`src/seep_defs.svh`:
```
`ifndef SEEP_DEFS_SVH
`define SEEP_DEFS_SVH
// register indices on the plain register port
`define SEEP_ADDR_W          4
`define SEEP_ADDR_PORT       4'h8
`define SEEP_ADDR_UNLOCK     4'h6
`define SEEP_ADDR_STATUS     4'h9
// port register bit positions
`define SEEP_BIT_CS          0
`define SEEP_BIT_RDEN        1
`define SEEP_BIT_CLK         2
`define SEEP_BIT_WDATA       3
`define SEEP_BIT_PINEN       4
`define SEEP_BIT_LATCH       5
`define SEEP_BIT_NOMCS16     6
`define SEEP_BIT_RDATA       7
// reset values and unlock key
`define SEEP_PORT_RST        8'h00
`define SEEP_UNLOCK_RST      8'h00
`define SEEP_UNLOCK_KEY      8'h12
`endif

```
`src/seep_pkg.sv`:
```
package seep_pkg;
    // pin view of one borrowed sync/video pin pair
    typedef struct packed {
        logic sync;
        logic video;
    } seep_pins_s;
endpackage : seep_pkg

```
`src/seep_port.sv`:
```
// Decided for this implementation: the register addresses and the plain strobed port.
`include "seep_defs.svh"

// Behaviour
// RULE1 - port bit 0 drives the eeprom chip select directly
// RULE2 - port bit 2 drives eeprom serial clock only while bit 4 set
// RULE3 - port bit 3 drives eeprom write line only while bit 4 set
// RULE4 - bit 4 makes sync and video-select pins outputs carrying data and clock
// RULE5 - bit 5 freezes internal sync and video-select input states
// RULE6 - bit 1 enables the data return path from the eeprom
// RULE7 - eeprom output appears on read-only bit 7, msb first
// RULE8 - bit 6 is preserved by software on every write
// RULE9 - port works only when strapped for isa bus
// RULE10 - software sets data, raises clock, lowers clock per bit
// RULE11 - write enable pattern 0100 1100000 precedes any write
// RULE12 - write is 0101, six address bits, sixteen data bits, msb first
// RULE13 - disable programming pattern 0100 0000000 in own frame
// RULE14 - read starts with 010 and six address bits; the testbench sends 0110 (idle zero, start bit, opcode 10) before the address
// RULE15 - read then gives sixteen clock pulses, one bit captured each
// RULE16 - chip select framed around each command
// RULE17 - 64 words of sixteen bits, every transfer whole word
// RULE18 - wait at least 10 us after a write before next operation
// RULE19 - unlock with 12h, then set latch and both enables
// RULE20 - latch and enable bits held constant while in use
// RULE21 - leave: clear enables, clear latch, relock with zero
// RULE22 - clearing bit 4 releases both pins to normal input use
module seep_port
    import seep_pkg::*;
(
    input  wire logic                    clock_i,      // 250 MHz system clock
    input  wire logic                    rst_n_i,      // sync reset, active low
    input  wire logic                    isa_strap_i,  // high when strapped for isa
    input  wire logic [`SEEP_ADDR_W-1:0] addr_i,       // register index
    input  wire logic [7:0]              wdata_i,      // write data
    input  wire logic                    wr_i,         // write strobe
    input  wire logic                    rd_i,         // read strobe
    output logic      [7:0]              rdata_o,      // read data, cycle after rd_i
    input  wire seep_pins_s              pins_i,       // pad levels of sync/video pins
    output seep_pins_s                   pins_o,       // pad drive values
    output seep_pins_s                   pins_oe_n_o,  // pad enables, low drives
    input  wire logic                    eeprom_do_i,  // serial output of eeprom
    output logic                         eeprom_cs_o,  // eeprom chip select
    output seep_pins_s                   pins_state_o, // internal sync/video state
    output logic                         no_mcs16_o    // memory 16-bit cycle suppress
);
    logic [7:0] port_q, port_d;
    logic [7:0] unlock_q, unlock_d;
    logic [7:0] rdata_q, rdata_d;
    logic       isa_q, isa_d;
    logic       cs_q, cs_d;
    seep_pins_s pins_q, pins_d, oe_n_q, oe_n_d, state_q, state_d;
    seep_pins_s pins_s;
    logic       do_s;
    logic       isa_s;
    logic [3:0] sync_s;
    logic       unlocked, enabled, pin_en, bit_in;

    // strap, pins and eeprom output all come from outside the clock domain
    seep_sync #(.W(4)) u_sync (
        .clock_i (clock_i),
        .rst_n_i (rst_n_i),
        .d_i     ({isa_strap_i, pins_i.sync, pins_i.video, eeprom_do_i}),
        .q_o     (sync_s)
    );

    // split the synchronised levels back into their roles
    assign isa_s  = sync_s[3];
    assign pins_s = sync_s[2:1];
    assign do_s   = sync_s[0];

    assign unlocked = (unlock_q == `SEEP_UNLOCK_KEY);
    assign enabled  = isa_q;                                    // [RULE9]
    assign pin_en   = enabled && port_q[`SEEP_BIT_PINEN];
    // return path gated by bit 1 so a floating line reads zero
    assign bit_in   = port_q[`SEEP_BIT_RDEN] && do_s;           // [RULE6]

    // register file and pin logic next state
    always_comb begin
        port_d   = port_q;
        unlock_d = unlock_q;
        isa_d    = isa_s;         // strap is static; a change lands three cycles later
        rdata_d  = 8'h00;
        if (wr_i && addr_i == `SEEP_ADDR_UNLOCK) begin
            unlock_d = wdata_i;
        end
        // port writes only take effect while extensions are unlocked
        if (wr_i && addr_i == `SEEP_ADDR_PORT && unlocked) begin
            port_d = {1'b0, wdata_i[6:0]};
        end
        if (rd_i) begin
            case (addr_i)
                `SEEP_ADDR_PORT:   rdata_d = {enabled && bit_in, port_q[6:0]}; // [RULE7]
                `SEEP_ADDR_UNLOCK: rdata_d = unlock_q;
                `SEEP_ADDR_STATUS: rdata_d = {6'h00, pins_s.sync, pins_s.video};
                default:           rdata_d = 8'h00;
            endcase
        end
        // chip select follows bit 0 only on an isa-strapped part
        cs_d = enabled && port_q[`SEEP_BIT_CS];                 // [RULE1]
        // borrowed pins: sync carries data, video-select carries clock
        pins_d.sync  = pin_en && port_q[`SEEP_BIT_WDATA];       // [RULE3]
        pins_d.video = pin_en && port_q[`SEEP_BIT_CLK];         // [RULE2]
        oe_n_d.sync  = !pin_en;                                 // [RULE4] [RULE22]
        oe_n_d.video = !pin_en;                                 // [RULE4] [RULE22]
        // latched inputs keep their value while pins are borrowed
        state_d = state_q;
        if (!(enabled && port_q[`SEEP_BIT_LATCH]) && !pin_en) begin
            state_d = pins_s;                                   // [RULE5] [RULE22]
        end
    end

    // registers
    always_ff @(posedge clock_i) begin
        if (!rst_n_i) begin
            port_q   <= `SEEP_PORT_RST;
            unlock_q <= `SEEP_UNLOCK_RST;
            rdata_q  <= 8'h00;
            isa_q    <= 1'b0;
            cs_q     <= 1'b0;
            pins_q   <= '0;
            oe_n_q   <= '1;
            state_q  <= '0;
        end else begin
            port_q   <= port_d;
            unlock_q <= unlock_d;
            rdata_q  <= rdata_d;
            isa_q    <= isa_d;
            cs_q     <= cs_d;
            pins_q   <= pins_d;
            oe_n_q   <= oe_n_d;
            state_q  <= state_d;
        end
    end

    assign rdata_o      = rdata_q;
    assign eeprom_cs_o  = cs_q;
    assign pins_o       = pins_q;
    assign pins_oe_n_o  = oe_n_q;
    assign pins_state_o = state_q;
    assign no_mcs16_o   = port_q[`SEEP_BIT_NOMCS16];            // [RULE8]

    // assertions
    cs_follow_a: assert property (@(posedge clock_i) disable iff (!rst_n_i) // [RULE1]
        ##1 eeprom_cs_o == $past(isa_q && port_q[`SEEP_BIT_CS]))
        else $error("chip select does not follow bit 0");
    clk_gate_a: assert property (@(posedge clock_i) disable iff (!rst_n_i) // [RULE2]
        !pin_en |=> !pins_o.video)
        else $error("serial clock driven while pins not enabled");
    data_gate_a: assert property (@(posedge clock_i) disable iff (!rst_n_i) // [RULE3]
        (pin_en && port_q[`SEEP_BIT_WDATA]) |=> pins_o.sync)
        else $error("write line not driven from bit 3");
    pin_dir_a: assert property (@(posedge clock_i) disable iff (!rst_n_i) // [RULE4]
        pin_en |=> pins_oe_n_o == 2'b00)
        else $error("pins not driven when enabled");
    latch_hold_a: assert property (@(posedge clock_i) disable iff (!rst_n_i) // [RULE5]
        (enabled && port_q[`SEEP_BIT_LATCH]) |=> $stable(pins_state_o))
        else $error("latched input state changed");
    ret_gate_a: assert property (@(posedge clock_i) disable iff (!rst_n_i) // [RULE6]
        (rd_i && addr_i == `SEEP_ADDR_PORT && !port_q[`SEEP_BIT_RDEN]) |=> !rdata_o[7])
        else $error("data returned with path disabled");
    rdata_bit_a: assert property (@(posedge clock_i) disable iff (!rst_n_i) // [RULE7]
        (rd_i && addr_i == `SEEP_ADDR_PORT && enabled && port_q[`SEEP_BIT_RDEN])
        |=> rdata_o[7] == $past(do_s))
        else $error("bit 7 does not show eeprom output");
    isa_only_a: assert property (@(posedge clock_i) disable iff (!rst_n_i) // [RULE9]
        !isa_q |=> !eeprom_cs_o && pins_oe_n_o == 2'b11)
        else $error("port active without isa strap");
    release_a: assert property (@(posedge clock_i) disable iff (!rst_n_i) // [RULE22]
        $fell(pin_en) |=> pins_oe_n_o == 2'b11 && pins_o == 2'b00)
        else $error("pins not released");

    // register file and pin copies, one cycle after the cause
    // a port write while locked leaves the register alone
    lock_guard_a: assert property (@(posedge clock_i) disable iff (!rst_n_i) // [RULE19]
        (wr_i && addr_i == `SEEP_ADDR_PORT && !unlocked)
        |=> port_q == $past(port_q))
        else $error("port written while locked");
    // bit 6 is stored as written, software keeps it
    mcs16_keep_a: assert property (@(posedge clock_i) disable iff (!rst_n_i) // [RULE8]
        (wr_i && addr_i == `SEEP_ADDR_PORT && unlocked)
        |=> no_mcs16_o == $past(wdata_i[`SEEP_BIT_NOMCS16]))
        else $error("bit 6 not stored");
    // read data stand only in the cycle after a read strobe
    rdata_idle_a: assert property (@(posedge clock_i) disable iff (!rst_n_i) // [RULE7]
        !rd_i
        |=> rdata_o == 8'h00)
        else $error("read data outside read cycle");
    // without latch and pins, internal state tracks the pads
    state_track_a: assert property (@(posedge clock_i) disable iff (!rst_n_i) // [RULE5] [RULE22]
        (!(enabled && port_q[`SEEP_BIT_LATCH]) && !pin_en)
        |=> pins_state_o == $past(pins_s))
        else $error("input state does not follow pads");
    // borrowed clock pin copies bit 2
    clk_copy_a: assert property (@(posedge clock_i) disable iff (!rst_n_i) // [RULE2]
        pin_en
        |=> pins_o.video == $past(port_q[`SEEP_BIT_CLK]))
        else $error("serial clock differs from bit 2");
    // borrowed data pin copies bit 3
    data_copy_a: assert property (@(posedge clock_i) disable iff (!rst_n_i) // [RULE3]
        pin_en
        |=> pins_o.sync == $past(port_q[`SEEP_BIT_WDATA]))
        else $error("write line differs from bit 3");
    // data pin stays quiet while pins are not borrowed
    data_off_a: assert property (@(posedge clock_i) disable iff (!rst_n_i) // [RULE3]
        !pin_en
        |=> !pins_o.sync)
        else $error("write line driven while pins not enabled");
    // unlock register reads back what was written
    unlock_read_a: assert property (@(posedge clock_i) disable iff (!rst_n_i) // [RULE19]
        (rd_i && addr_i == `SEEP_ADDR_UNLOCK)
        |=> rdata_o == $past(unlock_q))
        else $error("unlock register read wrong");
    // status shows the synchronised pad levels
    status_read_a: assert property (@(posedge clock_i) disable iff (!rst_n_i) // [RULE22]
        (rd_i && addr_i == `SEEP_ADDR_STATUS)
        |=> rdata_o == {6'h00, $past(pins_s)})
        else $error("status read wrong");
    cv_enable: cover property (@(posedge clock_i) disable iff (!rst_n_i) $rose(pin_en));
    cv_clock: cover property (@(posedge clock_i) disable iff (!rst_n_i) $rose(pins_o.video));
    cv_readbit: cover property (@(posedge clock_i) disable iff (!rst_n_i)
        rd_i && addr_i == `SEEP_ADDR_PORT && bit_in);
    // latch held with pins released, and the release itself
    cv_latch: cover property (@(posedge clock_i) disable iff (!rst_n_i)
        enabled && port_q[`SEEP_BIT_LATCH] && !pin_en);
    cv_release: cover property (@(posedge clock_i) disable iff (!rst_n_i) $fell(pin_en));
endmodule : seep_port

```
`src/seep_sync.sv`:
```
// two-flop synchroniser for asynchronous pin levels
module seep_sync #(
    parameter int W = 1
) (
    input  wire logic         clock_i,  // system clock
    input  wire logic         rst_n_i,  // sync reset, active low
    input  wire logic [W-1:0] d_i,      // asynchronous level
    output logic      [W-1:0] q_o       // synchronised level
);
    logic [W-1:0] s1_q, s1_d;
    logic [W-1:0] s2_q, s2_d;

    // next values: first stage read only by the second
    always_comb begin
        s1_d = d_i;
        s2_d = s1_q;
    end

    // registers
    always_ff @(posedge clock_i) begin
        if (!rst_n_i) begin
            s1_q <= '0;
            s2_q <= '0;
        end else begin
            s1_q <= s1_d;
            s2_q <= s2_d;
        end
    end

    assign q_o = s2_q;
endmodule : seep_sync

```
`config.mk`:
```
export PLATFORM = sky130hd
export DESIGN_NAME = seep_port
export DESIGN_NICKNAME = d
export VERILOG_FILES = /design/src/seep_pkg.sv /design/src/seep_port.sv /design/src/seep_sync.sv
export VERILOG_INCLUDE_DIRS = /design/src
export SDC_FILE = /design/constraint.sdc
export NUM_CORES = 1
export LEC_CHECK = 0
export ABC_AREA = 1
export BUFFER_PORTS_ARGS = -buffer_cell sky130_fd_sc_hd__buf_4
export CAP_MARGIN = 20
export CORE_ASPECT_RATIO = 1.4
export CORE_MARGIN = 2
export CORE_UTILIZATION = 47
export DETAILED_ROUTE_END_ITERATION = 10
export PLACE_DENSITY = 0.79
export SLEW_MARGIN = 30
export SYNTH_ARGS = -nofsm -noshare
export SYNTH_HDL_FRONTEND = slang
export SYNTH_SLANG_ARGS = --single-unit
```
`constraint.sdc`:
```
create_clock -name clock_i -period 3.3 [get_ports clock_i]
set_input_delay 0.495 -clock clock_i [delete_from_list [all_inputs] [get_ports clock_i]]
set_output_delay 0.495 -clock clock_i [all_outputs]
set_load 0.02 [all_outputs]
```
==> report_table.html, run 1 <==
<table>
<tr><th>Metric</th><th>Value</th></tr>
<tr><th colspan="2">Flow run</th></tr>
<tr><td>Maximum capacitance violations</td><td>0</td></tr>
<tr><th colspan="2">Logic synthesis</th></tr>
<tr><td>Adder and majority gate portion of the synthesized area</td><td>0</td></tr>
<tr><td>Flops &amp; latches, synth</td><td>38</td></tr>
<tr><td>Mapped Nets</td><td>220</td></tr>
<tr><td>Share of the synthesized area in the top cell type</td><td>0.505</td></tr>
<tr><td>Simple-Gate Fraction of Synth Area</td><td>0.329</td></tr>
<tr><td>Cell area after synthesis</td><td>0.00151 sq mm</td></tr>
<tr><td>Synth Instances</td><td>200</td></tr>
<tr><td>Post-synthesis mux area share</td><td>0</td></tr>
<tr><td>Unique masters post-synth</td><td>19</td></tr>
<tr><td>Combinational family with the most area after synthesis</td><td>simple AND/OR/NAND/NOR gates</td></tr>
<tr><td>Xor/xnor cell area share of the yosys netlist</td><td>0</td></tr>
<tr><td>Cell taking the most area after synthesis</td><td>sky130_fd_sc_hd__dfxtp_1</td></tr>
<tr><td>Avg Cell Area, Syn</td><td>7.54 sq um</td></tr>
<tr><td>Synthesized-area fraction occupied by ao, oa, aoi and oai cells</td><td>0.0631</td></tr>
<tr><td>Part of the Yosys area used for sequential elements</td><td>0.505</td></tr>
<tr><td>Largest cells by area after synthesis</td><td>sky130_fd_sc_hd__dfxtp_1 50%, sky130_fd_sc_hd__nor2_1 10%, sky130_fd_sc_hd__nand2_1 9.7%</td></tr>
<tr><td>Yosys warning total</td><td>0</td></tr>
<tr><th colspan="2">Worst setup path</th></tr>
<tr><td>Number of cells on the critical path</td><td>1</td></tr>
<tr><td>Startpoint kind of the worst setup timing path</td><td>register</td></tr>
<tr><td>Slowest library cell on the worst path</td><td>sky130_fd_sc_hd__dfxtp_1</td></tr>
<tr><td>Longest individual stage delay on the worst path</td><td>0.35 ns</td></tr>
<tr><td>R2R depth</td><td>5</td></tr>
<tr><td>Buffers plus inverters on the worst setup path</td><td>1</td></tr>
<tr><td>Data required time at the worst endpoint</td><td>2.80 ns</td></tr>
<tr><td>Data arrival time at the worst-slack endpoint</td><td>0.78 ns</td></tr>
<tr><td>Highest net fanout along the worst path</td><td>3</td></tr>
<tr><td>Endpoint type of the worst setup path</td><td>output port</td></tr>
<tr><td>Critical path type</td><td>register to output port</td></tr>
<tr><td>Series of cell instances along the critical path</td><td>buf_4</td></tr>
<tr><td>Kind of cell with the highest combined delay on the critical path</td><td>flip-flops</td></tr>
<tr><th colspan="2">Detailed routing</th></tr>
<tr><td>Number of nets with antenna violations after detailed routing</td><td>0</td></tr>
<tr><td>Via density</td><td>4.47</td></tr>
<tr><td>Iteration-0 DRC Markers</td><td>37</td></tr>
<tr><td>Routed len/inst</td><td>10.4 um</td></tr>
<tr><td>Length of the first detailed-routing pass in iterations</td><td>4</td></tr>
<tr><td>Number of remaining DRC errors</td><td>0</td></tr>
<tr><td>Final wirelength</td><td>2.91 mm</td></tr>
<tr><td>Detailed-route via count</td><td>1,244</td></tr>
<tr><th colspan="2">GRT</th></tr>
<tr><td>Wire length of the first global-routing pass</td><td>4.80 mm</td></tr>
<tr><td>Number of antenna violations at the first check in global routing</td><td>0</td></tr>
<tr><td>Vias in the first global route</td><td>1,194</td></tr>
<tr><td>Maximum number of pins on one net before global-route repair</td><td>30</td></tr>
<tr><td>Aggregate global-route resource usage</td><td>0.179</td></tr>
<tr><td>Remaining global-route overflow</td><td>0</td></tr>
<tr><th colspan="2">Place</th></tr>
<tr><td>Estimated wirelength of the detail-placed design</td><td>2.18 mm</td></tr>
<tr><td>Total of buffers placed on input and output ports</td><td>35</td></tr>
<tr><td>GPL Wtd Cong</td><td>0.770</td></tr>
<tr><th colspan="2">Timing</th></tr>
<tr><td>Relative slew margins</td><td>0.699</td></tr>
<tr><td>Slew at the pin closest to its max-slew limit</td><td>0.446 ns</td></tr>
<tr><td>Fmax</td><td>0.783 GHz</td></tr>
<tr><td>Max-slew violation count</td><td>0</td></tr>
<tr><td>Endpoints failing setup</td><td>0</td></tr>
<tr><td>Final Critical Period</td><td>1.28 ns</td></tr>
<tr><td>Setup repair after global routing missed its margin</td><td>no</td></tr>
<tr><td>Final worst-path cycle share</td><td>0.387</td></tr>
<tr><td>Number of endpoints with negative hold slack in the final report</td><td>0</td></tr>
<tr><td>Sum of negative setup slack</td><td>0 ns</td></tr>
<tr><td>Final setup skew</td><td>0.00751 ns</td></tr>
<tr><th colspan="2">Clocking</th></tr>
<tr><td>Number of buffers inserted by hold repair at cts</td><td>0</td></tr>
<tr><td>Clock tree from TritonCTS</td><td>built</td></tr>
<tr><td>Buffers from clock root to sink, at most</td><td>2</td></tr>
<tr><td>Post-cts resize count</td><td>0</td></tr>
<tr><td>H-tree level count</td><td>2</td></tr>
<tr><td>Buffer count from post-CTS setup fixing</td><td>0</td></tr>
<tr><td>Worst skew pair latency</td><td>0.29 ns</td></tr>
<tr><td>Number of buffers created by CTS</td><td>5</td></tr>
<tr><td>Clock slew at the register clock pins of the worst setup and hold paths</td><td>0.07 ns</td></tr>
<tr><td>Number of sinks driven by the clock tree</td><td>38</td></tr>
<tr><td>Clock tree root driver cell</td><td>sky130_fd_sc_hd__clkbuf_8</td></tr>
<tr><th colspan="2">Cells and area</th></tr>
<tr><td>Final-stage net count</td><td>258</td></tr>
<tr><td>Multi-input combinational cell area</td><td>591 sq um</td></tr>
<tr><td>Sequential standard cell area</td><td>761 sq um</td></tr>
<tr><td>Final design utilization</td><td>0.626</td></tr>
<tr><td>Layout cells sized above 1</td><td>0.243</td></tr>
<tr><td>Final antenna diode count</td><td>0</td></tr>
<tr><td>Area Overhead vs Synth</td><td>28.5%</td></tr>
<tr><td>Fill cell total of the finished layout</td><td>274</td></tr>
<tr><th colspan="2">Power</th></tr>
<tr><td>Reg power frac</td><td>0.466</td></tr>
<tr><td>Switching Fraction</td><td>0.194</td></tr>
<tr><td>Worst-case vdd ir drop</td><td>391 uV</td></tr>
<tr><td>Gate power share</td><td>0.057</td></tr>
<tr><td>Ratio of total power to cell area</td><td>521 mW/mm^2</td></tr>
<tr><td>Internal</td><td>814 uW</td></tr>
<tr><td>Leak Pwr</td><td>1.01 nW</td></tr>
<tr><td>Power share of the clock group</td><td>0.477</td></tr>
<tr><td>Total net switching power</td><td>196 uW</td></tr>
<tr><th colspan="2">Floorplanning</th></tr>
<tr><td>Effective utilization at floorplan</td><td>0.487</td></tr>
<tr><td>Core outline area</td><td>0.00309 sq mm</td></tr>
<tr><td>Count of boundary I/O pins</td><td>36</td></tr>
<tr><td>Overall die height</td><td>71.0 um</td></tr>
<tr><td>FP Rows</td><td>24</td></tr>
<tr><td>Die Area</td><td>0.00368 sq mm</td></tr>
<tr><td>Die Span X</td><td>51.9 um</td></tr>
<tr><th colspan="2">Worst hold path</th></tr>
<tr><td>Number of cells on the worst hold path</td><td>3</td></tr>
<tr><td>Worst hold-check path type</td><td>primary input to register</td></tr>
<tr><th colspan="2">Outcome</th></tr>
<tr><td>Result of the run</td><td>finished, final reports clean</td></tr>
</table>
==> placed cells by master (no fill, tap or decap) <==
| master | instances |
|---|---|
| sky130_fd_sc_hd__nor2_1 | 40 |
| sky130_fd_sc_hd__nand2_4 | 2 |
| sky130_fd_sc_hd__or2_2 | 1 |
| sky130_fd_sc_hd__nand4_1 | 3 |
| sky130_fd_sc_hd__buf_4 | 35 |
| sky130_fd_sc_hd__o21ai_0 | 11 |
| sky130_fd_sc_hd__nand3_2 | 2 |
| sky130_fd_sc_hd__a21oi_1 | 8 |
| sky130_fd_sc_hd__bufinv_16 | 2 |
| sky130_fd_sc_hd__and3_1 | 1 |
| sky130_fd_sc_hd__inv_2 | 4 |
| sky130_fd_sc_hd__nand2_2 | 1 |
| sky130_fd_sc_hd__nand3_1 | 10 |
| sky130_fd_sc_hd__inv_1 | 31 |
| sky130_fd_sc_hd__nor2_4 | 2 |
| sky130_fd_sc_hd__nand2_1 | 39 |
| sky130_fd_sc_hd__clkbuf_8 | 6 |
| sky130_fd_sc_hd__nor2_2 | 1 |
| sky130_fd_sc_hd__nor2_8 | 2 |
| sky130_fd_sc_hd__dfxtp_1 | 38 |
==> Yosys cell counts <==
cell	n
sky130_fd_sc_hd__inv_2	4
sky130_fd_sc_hd__a21oi_1	8
sky130_fd_sc_hd__nor2_1	40
sky130_fd_sc_hd__buf_4	2
sky130_fd_sc_hd__nor2_8	2
sky130_fd_sc_hd__buf_2	2
sky130_fd_sc_hd__nor2_4	2
sky130_fd_sc_hd__o21ai_0	11
sky130_fd_sc_hd__nand3_1	10
sky130_fd_sc_hd__nand2_2	1
sky130_fd_sc_hd__dfxtp_1	38
sky130_fd_sc_hd__and3_1	1
sky130_fd_sc_hd__nand3_2	2
sky130_fd_sc_hd__nand2_4	2
sky130_fd_sc_hd__nand4_1	3
sky130_fd_sc_hd__nor2_2	1
sky130_fd_sc_hd__nand2_1	39
sky130_fd_sc_hd__or2_2	1
sky130_fd_sc_hd__inv_1	31
==> power by group through the flow <==
| stage | Clock (mW) | Combinational [mW] | Sequential, mW |
|---|---|---|---|
| 4_1_cts | 0.493 | 0.0579 | 0.470 |
| 2_1_floorplan | 0 | 0.0304 | 0.481 |
| 3_3_place_gp | 0 | 0.0566 | 0.481 |
| 3_5_place_dp | 0 | 0.0576 | 0.481 |
| 6_report | 0.482 | 0.0573 | 0.470 |
| 5_1_grt | 0.510 | 0.0641 | 0.471 |
==> stage by stage <==
stage               hold WS [ns]  setup slack, ns  area (sq um)  instances  power (mW)
global placement           0.393             1.89          1790        270       0.537
CTS                        0.368             2.01          1940        278        1.02
global route               0.403             1.97          1940        278        1.04
detailed placement         0.401             1.81          1790        270       0.538
floorplan                  0.390             2.13          1510        200       0.511
finish                     0.375             2.02          1940        278        1.01
==> worst paths after layout <==
check	slack [ns]	from	endpoint
max	2.02	port_q[6]	no_mcs16_o
min	0.38	pins_i[0]	u_sync.s1_q[1]
max reg2reg	2.13	unlock_q[2]	port_q[6]
min reg2reg	0.41	u_sync.q_o[3]	enabled
==> cells by family after synthesis <==
family,count (synthesis)
compound gates,19
buf+inv,39
simple gates,104
flops,38
==> layer usage <==
metal  GRT usage  wire length (um)
met5           0                 0
met4       0.120                84
met3      0.0527               146
met2       0.321              1500
met1       0.168              1180
==> registers in the layout, summed over array words and instances, names as in the netlist <==
name	count
eeprom_cs_o	1
pins_o	2
u_sync.s1_q	4
unlock_q	8
port_q	7
u_sync.q_o	4
rdata_o	8
pins_state_o	2
pins_oe_n_o	1
enabled	1
==> area by class of cell <==
cell class | count | share of cell area
clock buffer | 6 | 0.0426
sequential | 38 | 0.393
multi-input combinational | 123 | 0.305
tap | 39 | 0.0252
timing repair buffer | 35 | 0.136
inverter | 35 | 0.0678
clock inverter | 2 | 0.0310
No activity file was read; power rests on OpenSTA's default activity.
==> run 2, diff against run 1 <==
==> constraint.sdc (replaced) <==
create_clock -name clock_i -period 1.3 [get_ports clock_i]
set_input_delay 0.195 -clock clock_i [delete_from_list [all_inputs] [get_ports clock_i]]
set_output_delay 0.195 -clock clock_i [all_outputs]
set_load 0.02 [all_outputs]
==> run 2 against run 1 <==
  * Sequential share of layout area up 1.1 points
  * Utilization shrank 1.8 points
  * Clock power increased by 58%
  * Combinational power rose to 2.5 times the previous value
  * Total power is 110% higher
  * Worst hold slack lost 0.29 ns
  * Sequential cell count is the same
  * Worst setup slack lost 1.9 ns
  * Sequential power rose to 2.6 times the previous value
  * Die area did not move
  * First-iteration DRC count rose by 2.7%
  * Largest cell class unchanged
  * Design area fell by 2.8%
==> report_table.html, run 2 (synthesis gave the netlist of run 1 again) <==
<table>
<tr><th>Metric</th><th>Value</th></tr>
<tr><th colspan="2">Outcome</th></tr>
<tr><td>Result of the run</td><td>finished, final reports clean</td></tr>
<tr><th colspan="2">Place</th></tr>
<tr><td>Estimated wirelength of the detail-placed design</td><td>2.12 mm (-2.4%)</td></tr>
<tr><td>Post-placement setup slack</td><td>0.133 ns (-1.68 ns)</td></tr>
<tr><td>GPL Wtd Cong</td><td>0.800 (+3.8%)</td></tr>
<tr><td>Total of buffers placed on input and output ports</td><td>35 (unchanged)</td></tr>
<tr><th colspan="2">Clocking</th></tr>
<tr><td>Buffers from clock root to sink, at most</td><td>2 (unchanged)</td></tr>
<tr><td>Clock tree root driver cell</td><td>sky130_fd_sc_hd__clkbuf_8</td></tr>
<tr><td>H-tree level count</td><td>2 (unchanged)</td></tr>
<tr><td>Clock tree from TritonCTS</td><td>built</td></tr>
<tr><td>Number of sinks driven by the clock tree</td><td>38 (unchanged)</td></tr>
<tr><td>Worst skew pair latency</td><td>0.28 ns (about the same)</td></tr>
<tr><td>Number of buffers inserted by hold repair at cts</td><td>0 (unchanged)</td></tr>
<tr><td>Clock slew at the register clock pins of the worst setup and hold paths</td><td>0.07 ns (about the same)</td></tr>
<tr><td>Number of buffers created by CTS</td><td>5 (unchanged)</td></tr>
<tr><td>Buffer count from post-CTS setup fixing</td><td>0 (unchanged)</td></tr>
<tr><th colspan="2">Timing</th></tr>
<tr><td>Slew at the pin closest to its max-slew limit</td><td>0.463 ns (+0.0165 ns)</td></tr>
<tr><td>Number of endpoints with negative hold slack in the final report</td><td>0 (unchanged)</td></tr>
<tr><td>Setup WS post-layout</td><td>0.0900 ns (-1.93 ns)</td></tr>
<tr><td>Final setup skew</td><td>0.00627 ns (-0.00124 ns)</td></tr>
<tr><td>Fmax</td><td>0.826 GHz</td></tr>
<tr><td>Endpoints failing setup</td><td>0 (unchanged)</td></tr>
<tr><td>Final Critical Period</td><td>1.21 ns</td></tr>
<tr><td>Sum of negative setup slack</td><td>0 ns (unchanged)</td></tr>
<tr><td>Final worst-path cycle share</td><td>0.931</td></tr>
<tr><td>Max-slew violation count</td><td>0 (unchanged)</td></tr>
<tr><td>Setup repair after global routing missed its margin</td><td>no</td></tr>
<tr><td>Relative slew margins</td><td>0.688 (-0.0111)</td></tr>
<tr><th colspan="2">Cells and area</th></tr>
<tr><td>Final design utilization</td><td>0.608 (-0.0178)</td></tr>
<tr><td>Final antenna diode count</td><td>0 (unchanged)</td></tr>
<tr><td>Commonest non-fill, non-tap cells in the layout</td><td>40 x sky130_fd_sc_hd__nor2_1, 39 x sky130_fd_sc_hd__nand2_1, 38 x sky130_fd_sc_hd__dfxtp_1</td></tr>
<tr><td>Area Overhead vs Synth</td><td>24.8%</td></tr>
<tr><td>Layout cells sized above 1</td><td>0.236 (-0.00639)</td></tr>
<tr><td>Most frequent standard cell in the layout excluding fill and tap cells</td><td>sky130_fd_sc_hd__nor2_1</td></tr>
<tr><td>Final-stage net count</td><td>258 (unchanged)</td></tr>
<tr><th colspan="2">Worst setup path</th></tr>
<tr><td>Number of cells on the critical path</td><td>5 (+4)</td></tr>
<tr><td>Series of cell instances along the critical path</td><td>or2_2, nor2_4, nand3_1, nand2_1, nor2_1</td></tr>
<tr><td>Endpoint type of the worst setup path</td><td>register</td></tr>
<tr><td>Data arrival time at the worst-slack endpoint</td><td>1.39 ns (+0.61 ns)</td></tr>
<tr><td>Critical path type</td><td>register to register</td></tr>
<tr><td>Startpoint kind of the worst setup timing path</td><td>register</td></tr>
<tr><td>Buffers plus inverters on the worst setup path</td><td>0 (-1)</td></tr>
<tr><td>Longest individual stage delay on the worst path</td><td>0.35 ns (about the same)</td></tr>
<tr><td>Highest net fanout along the worst path</td><td>7 (+4)</td></tr>
<tr><td>R2R depth</td><td>5 (unchanged)</td></tr>
<tr><td>Data required time at the worst endpoint</td><td>1.48 ns (-1.32 ns)</td></tr>
<tr><td>Slowest library cell on the worst path</td><td>sky130_fd_sc_hd__dfxtp_1</td></tr>
<tr><td>Kind of cell with the highest combined delay on the critical path</td><td>simple AND/OR/NAND/NOR gates</td></tr>
<tr><th colspan="2">Detailed routing</th></tr>
<tr><td>Number of nets with antenna violations after detailed routing</td><td>0 (unchanged)</td></tr>
<tr><td>Detailed-route via count</td><td>1,249 (+0.40%)</td></tr>
<tr><td>Iteration-0 DRC Markers</td><td>38 (+2.7%)</td></tr>
<tr><td>Detailed-routing wirelength on met1</td><td>1.22 mm (+3.7%)</td></tr>
<tr><td>Final wirelength</td><td>2.88 mm (-0.76%)</td></tr>
<tr><td>Via density</td><td>4.53 (+1.1%)</td></tr>
<tr><td>Routed length on met2</td><td>1.38 mm (-7.9%)</td></tr>
<tr><td>Routed len/inst</td><td>10.4 um (about the same)</td></tr>
<tr><td>Top routing layer in use</td><td>met4</td></tr>
<tr><td>Number of remaining DRC errors</td><td>0 (unchanged)</td></tr>
<tr><td>Routed wl met3</td><td>182 um (+25%)</td></tr>
<tr><td>Length of the first detailed-routing pass in iterations</td><td>4 (unchanged)</td></tr>
<tr><th colspan="2">Floorplanning</th></tr>
<tr><td>Core outline area</td><td>0.00309 sq mm (unchanged)</td></tr>
<tr><td>FP Rows</td><td>24 (unchanged)</td></tr>
<tr><td>Overall die height</td><td>71.0 um (unchanged)</td></tr>
<tr><td>Die Span X</td><td>51.9 um (unchanged)</td></tr>
<tr><td>Count of boundary I/O pins</td><td>36 (unchanged)</td></tr>
<tr><td>Effective utilization at floorplan</td><td>0.487 (unchanged)</td></tr>
<tr><td>Die Area</td><td>0.00368 sq mm (unchanged)</td></tr>
<tr><th colspan="2">Power</th></tr>
<tr><td>Worst-case vdd ir drop</td><td>806 uV (+110%)</td></tr>
<tr><td>Overall power</td><td>2.10 mW (+110%)</td></tr>
<tr><td>Ratio of total power to cell area</td><td>1120 mW/mm^2 (+110%)</td></tr>
<tr><td>Leak Pwr</td><td>0.979 nW (-2.9%)</td></tr>
<tr><th colspan="2">GRT</th></tr>
<tr><td>Wire length of the first global-routing pass</td><td>4.94 mm (+2.9%)</td></tr>
<tr><td>Aggregate global-route resource usage</td><td>0.185 (+0.00553)</td></tr>
<tr><td>Number of antenna violations at the first check in global routing</td><td>0 (unchanged)</td></tr>
<tr><td>Maximum number of pins on one net before global-route repair</td><td>30 (unchanged)</td></tr>
<tr><td>Remaining global-route overflow</td><td>0 (unchanged)</td></tr>
<tr><td>Vias in the first global route</td><td>1,163 (-2.6%)</td></tr>
<tr><th colspan="2">Worst hold path</th></tr>
<tr><td>Number of cells on the worst hold path</td><td>3 (unchanged)</td></tr>
<tr><td>Worst hold-check path type</td><td>primary input to register</td></tr>
<tr><th colspan="2">Flow run</th></tr>
<tr><td>Maximum capacitance violations</td><td>0 (unchanged)</td></tr>
</table>
==> run 2: power by group <==
| group | internal, mW | switching, mW | leakage, nW |
|---|---|---|---|
| combinational | 0.0641 | 0.0824 | 0.628 |
| clock | 0.408 | 0.354 | 0.0431 |
| sequential | 1.18 | 0.0111 | 0.308 |
| total | 1.66 | 0.448 | 0.979 |
==> run 2: area by class of cell <==
cell class / count / area [sq um]
inverters: 35 / 131
repair buffers: 35 / 263
clock buffers: 6 / 82.6
fillers: 292 / 1210
multi-input cells: 123 / 596
well taps: 39 / 48.8
flip-flops and latches: 38 / 761
==> run 2: routing by layer <==
| layer | up-vias | GRT usage |
|---|---|---|
| met5 | - | 0 |
| met4 | 0 | 0.135 |
| met3 | 9 | 0.0527 |
| met2 | 44 | 0.281 |
| met1 | 522 | 0.216 |
| li1 | 674 | - |
==> run 2: repair_timing <==
action / in CTS / in global routing
endpoints found under the setup margin: 0 / 2
resized for setup: 0 / 1
endpoints found under the hold margin: 0 / 0
==> run 2: final timing paths <==
kind	to	slack [ns]	start
worst max register to register	port_q[6]	0.09	unlock_q[2]
worst max-delay path	port_q[6]	0.09	unlock_q[2]
worst min-delay path	u_sync.s1_q[1]	0.09	pins_i[0]
worst min register to register	enabled	0.41	u_sync.q_o[3]
==> run 2: through the flow <==
stage	cells	hold WS [ns]	area, sq um
after global routing	276	0.0847	1880
after CTS	276	0.0808	1880
final	276	0.0871	1880
after floorplan	200	0.293	1510
after detailed placement	270	0.381	1790
after global placement	270	0.375	1790
==> run 2: worst register-to-register path: stages, from the launching register on <==
cell and delay, ns:
sky130_fd_sc_hd__dfxtp_1 0.35, sky130_fd_sc_hd__or2_2 0.33, sky130_fd_sc_hd__nor2_4 0.16, sky130_fd_sc_hd__nand3_1 0.11, sky130_fd_sc_hd__nand2_1 0.10, sky130_fd_sc_hd__nor2_1 0.05
==> run 3, diff against run 2 <==
--- a/config.mk
+++ b/config.mk
@@ -6,14 +6,14 @@
 export SDC_FILE = /design/constraint.sdc
 export NUM_CORES = 1
 export LEC_CHECK = 0
-export ABC_AREA = 1
 export BUFFER_PORTS_ARGS = -buffer_cell sky130_fd_sc_hd__buf_4
 export CAP_MARGIN = 20
 export CORE_ASPECT_RATIO = 1.4
 export CORE_MARGIN = 2
 export CORE_UTILIZATION = 47
 export DETAILED_ROUTE_END_ITERATION = 10
-export PLACE_DENSITY = 0.79
+export PLACE_DENSITY = 0.8
+export RECOVER_POWER = 100
 export SLEW_MARGIN = 30
 export SYNTH_ARGS = -nofsm -noshare
 export SYNTH_HDL_FRONTEND = slang
==> run 3 against run 2 <==
  * Via count fell by 6.2%
  * Worst setup slack improved by 0.0026 ns
  * Critical path depth fell by 1
  * Utilization rose by 0.83 points
  * Highest routed layer unchanged
  * Clock skew fell by 0.0025 ns
  * Sequential cell count did not move
==> report_table.html, run 3 <==
<table>
<tr><th>Metric</th><th>Value</th></tr>
<tr><th colspan="2">Place</th></tr>
<tr><td>Dpl cell area</td><td>0.00169 sq mm (-5.6%)</td></tr>
<tr><td>Post-placement setup slack</td><td>0.0151 ns (-0.118 ns)</td></tr>
<tr><td>GPL Wtd Cong</td><td>0.896 (+12%)</td></tr>
<tr><td>Estimated wirelength of the detail-placed design</td><td>2.27 mm (+7.0%)</td></tr>
<tr><td>Total of buffers placed on input and output ports</td><td>35 (unchanged)</td></tr>
<tr><td>Count of placed standard cells including taps</td><td>210 (-22%)</td></tr>
<tr><th colspan="2">Worst setup path</th></tr>
<tr><td>Worst R2R Setup Slack</td><td>0.09 ns (about the same)</td></tr>
<tr><td>Kind of cell with the highest combined delay on the critical path</td><td>simple AND/OR/NAND/NOR gates</td></tr>
<tr><td>Data arrival time at the worst-slack endpoint</td><td>1.43 ns (+0.04 ns)</td></tr>
<tr><td>Data required time at the worst endpoint</td><td>1.52 ns (+0.04 ns)</td></tr>
<tr><td>R2r startpoint</td><td>unlock_q[6]</td></tr>
<tr><td>Buffers plus inverters on the worst setup path</td><td>1 (+1)</td></tr>
<tr><td>R2R depth</td><td>4 (-1)</td></tr>
<tr><td>Reg2Reg Capture Point</td><td>port_q[0]</td></tr>
<tr><td>Critical path type</td><td>register to register</td></tr>
<tr><td>Series of cell instances along the critical path</td><td>nor4bb_1, and4_1, buf_6, mux2i_1</td></tr>
<tr><td>Number of cells on the critical path</td><td>4 (-1)</td></tr>
<tr><td>Worst setup path start</td><td>unlock_q[6]</td></tr>
<tr><td>Highest net fanout along the worst path</td><td>7 (unchanged)</td></tr>
<tr><td>Critical Path End</td><td>port_q[0]</td></tr>
<tr><td>Slowest library cell on the worst path</td><td>sky130_fd_sc_hd__dfxtp_1</td></tr>
<tr><td>Longest individual stage delay on the worst path</td><td>0.33 ns (-0.02 ns)</td></tr>
<tr><td>Startpoint kind of the worst setup timing path</td><td>register</td></tr>
<tr><td>Endpoint type of the worst setup path</td><td>register</td></tr>
<tr><th colspan="2">Logic synthesis</th></tr>
<tr><td>Leading register cell type out of synthesis</td><td>sky130_fd_sc_hd__dfxtp_1</td></tr>
<tr><td>Flops &amp; latches, synth</td><td>38 (unchanged)</td></tr>
<tr><td>Part of the Yosys area used for sequential elements</td><td>0.551 (+0.0467)</td></tr>
<tr><td>Share of the synthesized area in the top cell type</td><td>0.551 (+0.0467)</td></tr>
<tr><td>Unique masters post-synth</td><td>26 (+7)</td></tr>
<tr><td>Largest cells by area after synthesis</td><td>sky130_fd_sc_hd__dfxtp_1 55%, sky130_fd_sc_hd__mux2i_1 6.5%, sky130_fd_sc_hd__nand2_1 4.4%</td></tr>
<tr><td>Cell taking the most area after synthesis</td><td>sky130_fd_sc_hd__dfxtp_1</td></tr>
<tr><td>Synth Instances</td><td>141 (-30%)</td></tr>
<tr><td>Proportion of register bits with asynchronous set or reset after synthesis</td><td>0 (unchanged)</td></tr>
<tr><td>Count of flip-flops with a built-in enable after synthesis</td><td>0 (unchanged)</td></tr>
<tr><td>Avg Cell Area, Syn</td><td>9.79 sq um (+30%)</td></tr>
<tr><td>Cell area after synthesis</td><td>0.00138 sq mm (-8.5%)</td></tr>
<tr><td>Most repeated cell in the gate-level netlist after synthesis</td><td>sky130_fd_sc_hd__dfxtp_1</td></tr>
<tr><td>Cell types with the highest counts after synthesis</td><td>38 x sky130_fd_sc_hd__dfxtp_1, 16 x sky130_fd_sc_hd__nand2_1, 11 x sky130_fd_sc_hd__nor2_1</td></tr>
<tr><td>Mapped Nets</td><td>161 (-27%)</td></tr>
<tr><td>Yosys warning total</td><td>0 (unchanged)</td></tr>
<tr><th colspan="2">Cells and area</th></tr>
<tr><td>Most frequent standard cell in the layout excluding fill and tap cells</td><td>sky130_fd_sc_hd__dfxtp_1</td></tr>
<tr><td>Post-route non-filler standard cell count</td><td>218 (-21%)</td></tr>
<tr><td>Layout cells sized above 1</td><td>0.182 (-0.0540)</td></tr>
<tr><td>Commonest non-fill, non-tap cells in the layout</td><td>38 x sky130_fd_sc_hd__dfxtp_1, 20 x sky130_fd_sc_hd__buf_4, 18 x sky130_fd_sc_hd__clkbuf_1</td></tr>
<tr><td>Finished Cell Area</td><td>0.00174 sq mm (-7.6%)</td></tr>
<tr><td>Final-stage net count</td><td>200 (-22%)</td></tr>
<tr><td>Area Overhead vs Synth</td><td>26.0%</td></tr>
<tr><td>Final antenna diode count</td><td>0 (unchanged)</td></tr>
<tr><th colspan="2">Timing</th></tr>
<tr><td>Endpoints failing setup</td><td>0 (unchanged)</td></tr>
<tr><td>Final setup skew</td><td>0.00372 ns (-0.00255 ns)</td></tr>
<tr><td>Relative slew margins</td><td>0.728 (+0.0394)</td></tr>
<tr><td>Setup WS post-layout</td><td>0.0926 ns (+0.00257 ns)</td></tr>
<tr><td>Slew at the pin closest to its max-slew limit</td><td>0.408 ns (-0.0551 ns)</td></tr>
<tr><td>Final Critical Period</td><td>1.21 ns (-0.00257 ns)</td></tr>
<tr><td>Fmax</td><td>0.828 GHz (+0.21%)</td></tr>
<tr><td>Sum of negative setup slack</td><td>0 ns (unchanged)</td></tr>
<tr><td>Final worst-path cycle share</td><td>0.929 (-0.00198)</td></tr>
<tr><td>Setup repair after global routing missed its margin</td><td>no</td></tr>
<tr><td>Number of endpoints with negative hold slack in the final report</td><td>0 (unchanged)</td></tr>
<tr><td>Max-slew violation count</td><td>0 (unchanged)</td></tr>
<tr><th colspan="2">Worst hold path</th></tr>
<tr><td>Worst hold-check path type</td><td>primary input to register</td></tr>
<tr><th colspan="2">Clocking</th></tr>
<tr><td>Number of sinks driven by the clock tree</td><td>38 (unchanged)</td></tr>
<tr><td>Clock slew at the register clock pins of the worst setup and hold paths</td><td>0.07 ns (about the same)</td></tr>
<tr><td>Number of buffers created by CTS</td><td>5 (unchanged)</td></tr>
<tr><td>Worst skew pair latency</td><td>0.29 ns (about the same)</td></tr>
<tr><td>Buffers from clock root to sink, at most</td><td>2 (unchanged)</td></tr>
<tr><td>H-tree level count</td><td>2 (unchanged)</td></tr>
<tr><td>Clock tree root driver cell</td><td>sky130_fd_sc_hd__clkbuf_8</td></tr>
<tr><td>Clock tree from TritonCTS</td><td>built</td></tr>
<tr><td>Buffer count from post-CTS setup fixing</td><td>0 (unchanged)</td></tr>
<tr><th colspan="2">Detailed routing</th></tr>
<tr><td>Detailed-route via count</td><td>1,171 (-6.2%)</td></tr>
<tr><td>Length of the first detailed-routing pass in iterations</td><td>4 (unchanged)</td></tr>
<tr><td>Routed len/inst</td><td>13.8 um (+32%)</td></tr>
<tr><td>Final wirelength</td><td>3.00 mm (+4.2%)</td></tr>
<tr><td>Via density</td><td>5.37 (+19%)</td></tr>
<tr><td>Number of remaining DRC errors</td><td>0 (unchanged)</td></tr>
<tr><td>Iteration-0 DRC Markers</td><td>39 (+2.6%)</td></tr>
<tr><td>Number of nets with antenna violations after detailed routing</td><td>0 (unchanged)</td></tr>
<tr><th colspan="2">Floorplanning</th></tr>
<tr><td>Die Area</td><td>0.00339 sq mm (-7.9%)</td></tr>
<tr><td>Die Span X</td><td>49.8 um (-4.0%)</td></tr>
<tr><td>Overall die height</td><td>68.1 um (-4.1%)</td></tr>
<tr><td>FP Rows</td><td>23 (-4.2%)</td></tr>
<tr><td>Core outline area</td><td>0.00282 sq mm (-8.8%)</td></tr>
<tr><td>Effective utilization at floorplan</td><td>0.489 (+0.00189)</td></tr>
<tr><td>Count of boundary I/O pins</td><td>36 (unchanged)</td></tr>
<tr><th colspan="2">Power</th></tr>
<tr><td>Overall power</td><td>2.28 mW (+8.2%)</td></tr>
<tr><td>Leak Pwr</td><td>0.650 nW (-34%)</td></tr>
<tr><td>Worst-case vdd ir drop</td><td>1100 uV (+36%)</td></tr>
<tr><td>Ratio of total power to cell area</td><td>1310 mW/mm^2 (+17%)</td></tr>
<tr><th colspan="2">GRT</th></tr>
<tr><td>Remaining global-route overflow</td><td>0 (unchanged)</td></tr>
<tr><td>Vias in the first global route</td><td>1,050 (-9.7%)</td></tr>
<tr><td>Number of antenna violations at the first check in global routing</td><td>0 (unchanged)</td></tr>
<tr><td>Maximum number of pins on one net before global-route repair</td><td>28 (-6.7%)</td></tr>
<tr><td>Aggregate global-route resource usage</td><td>0.191 (+0.00589)</td></tr>
<tr><td>Wire length of the first global-routing pass</td><td>4.82 mm (-2.4%)</td></tr>
<tr><th colspan="2">Flow run</th></tr>
<tr><td>Maximum capacitance violations</td><td>0 (unchanged)</td></tr>
<tr><th colspan="2">Outcome</th></tr>
<tr><td>Result of the run</td><td>finished, final reports clean</td></tr>
</table>
[run 3: timing repair]
item                                   CTS  global route
gates resized for setup                  0             1
setup endpoints to repair                0             7
hold buffers                             0             0
endpoints found under the hold margin    0             0
[run 3: area by class of cell]
type                            instances  area, sq um
Fill cell                             257         1080
Sequential cell                        38          761
Multi-Input combinational cell         91          559
Timing Repair Buffer                   40          249
Clock buffer                            5         68.8
Tap cell                               37         46.3
Clock inverter                          3         40.0
Inverter                                4         15.0
[run 3: layer usage]
| metal | vias to the layer above | wire, um | track usage |
|---|---|---|---|
| met5 | - | 0 | 0 |
| met1 | 542 | 1180 | 0.210 |
| met3 | 9 | 207 | 0.0524 |
| li1 | 564 | - | - |
| met2 | 56 | 1550 | 0.347 |
| met4 | 0 | 65 | 0.0764 |
[run 3: worst reg2reg max path, stage by stage, from the launching register on]
cell and delay [ns]:
sky130_fd_sc_hd__dfxtp_1 0.33, sky130_fd_sc_hd__nor4bb_1 0.24, sky130_fd_sc_hd__and4_1 0.22, sky130_fd_sc_hd__buf_6 0.15
sky130_fd_sc_hd__mux2i_1 0.19
[run 3: kinds of logic after synthesis]
| group | count (synthesis) | share of synthesized area |
|---|---|---|
| DFF | 38 | 0.551 |
| and+or+nand+nor | 54 | 0.215 |
| muxes | 10 | 0.0734 |
| buffers and inverters | 12 | 0.0435 |
| AOI/OAI and AO/OA | 27 | 0.117 |
[run 3: power breakdown]
part | switching (mW) | internal, mW
Clock | 0.396 | 0.564
Sequential | 0.00755 | 1.18
Combinational | 0.0653 | 0.0633
Total | 0.469 | 1.81
[run 3: through the flow]
| stage | utilization | hold WS [ns] |
|---|---|---|
| floorplan | - | 0.322 |
| global placement | 0.601 | 0.404 |
| detailed placement | 0.601 | 0.406 |
| CTS | 0.639 | 0.103 |
| global route | 0.617 | 0.109 |
| finish | 0.617 | 0.106 |
[run 3: how the worst min path moves through the flow]
stage	start	end	slack (ns)	cells past startpoint
floorplan	eeprom_do_i	u_sync.s1_q[0]	0.32	1
global placement	eeprom_do_i	u_sync.s1_q[0]	0.40	2
detailed placement	eeprom_do_i	u_sync.s1_q[0]	0.41	2
CTS	eeprom_do_i	u_sync.s1_q[0]	0.10	2
global route	eeprom_do_i	u_sync.s1_q[0]	0.11	2
finish	eeprom_do_i	u_sync.s1_q[0]	0.11	2
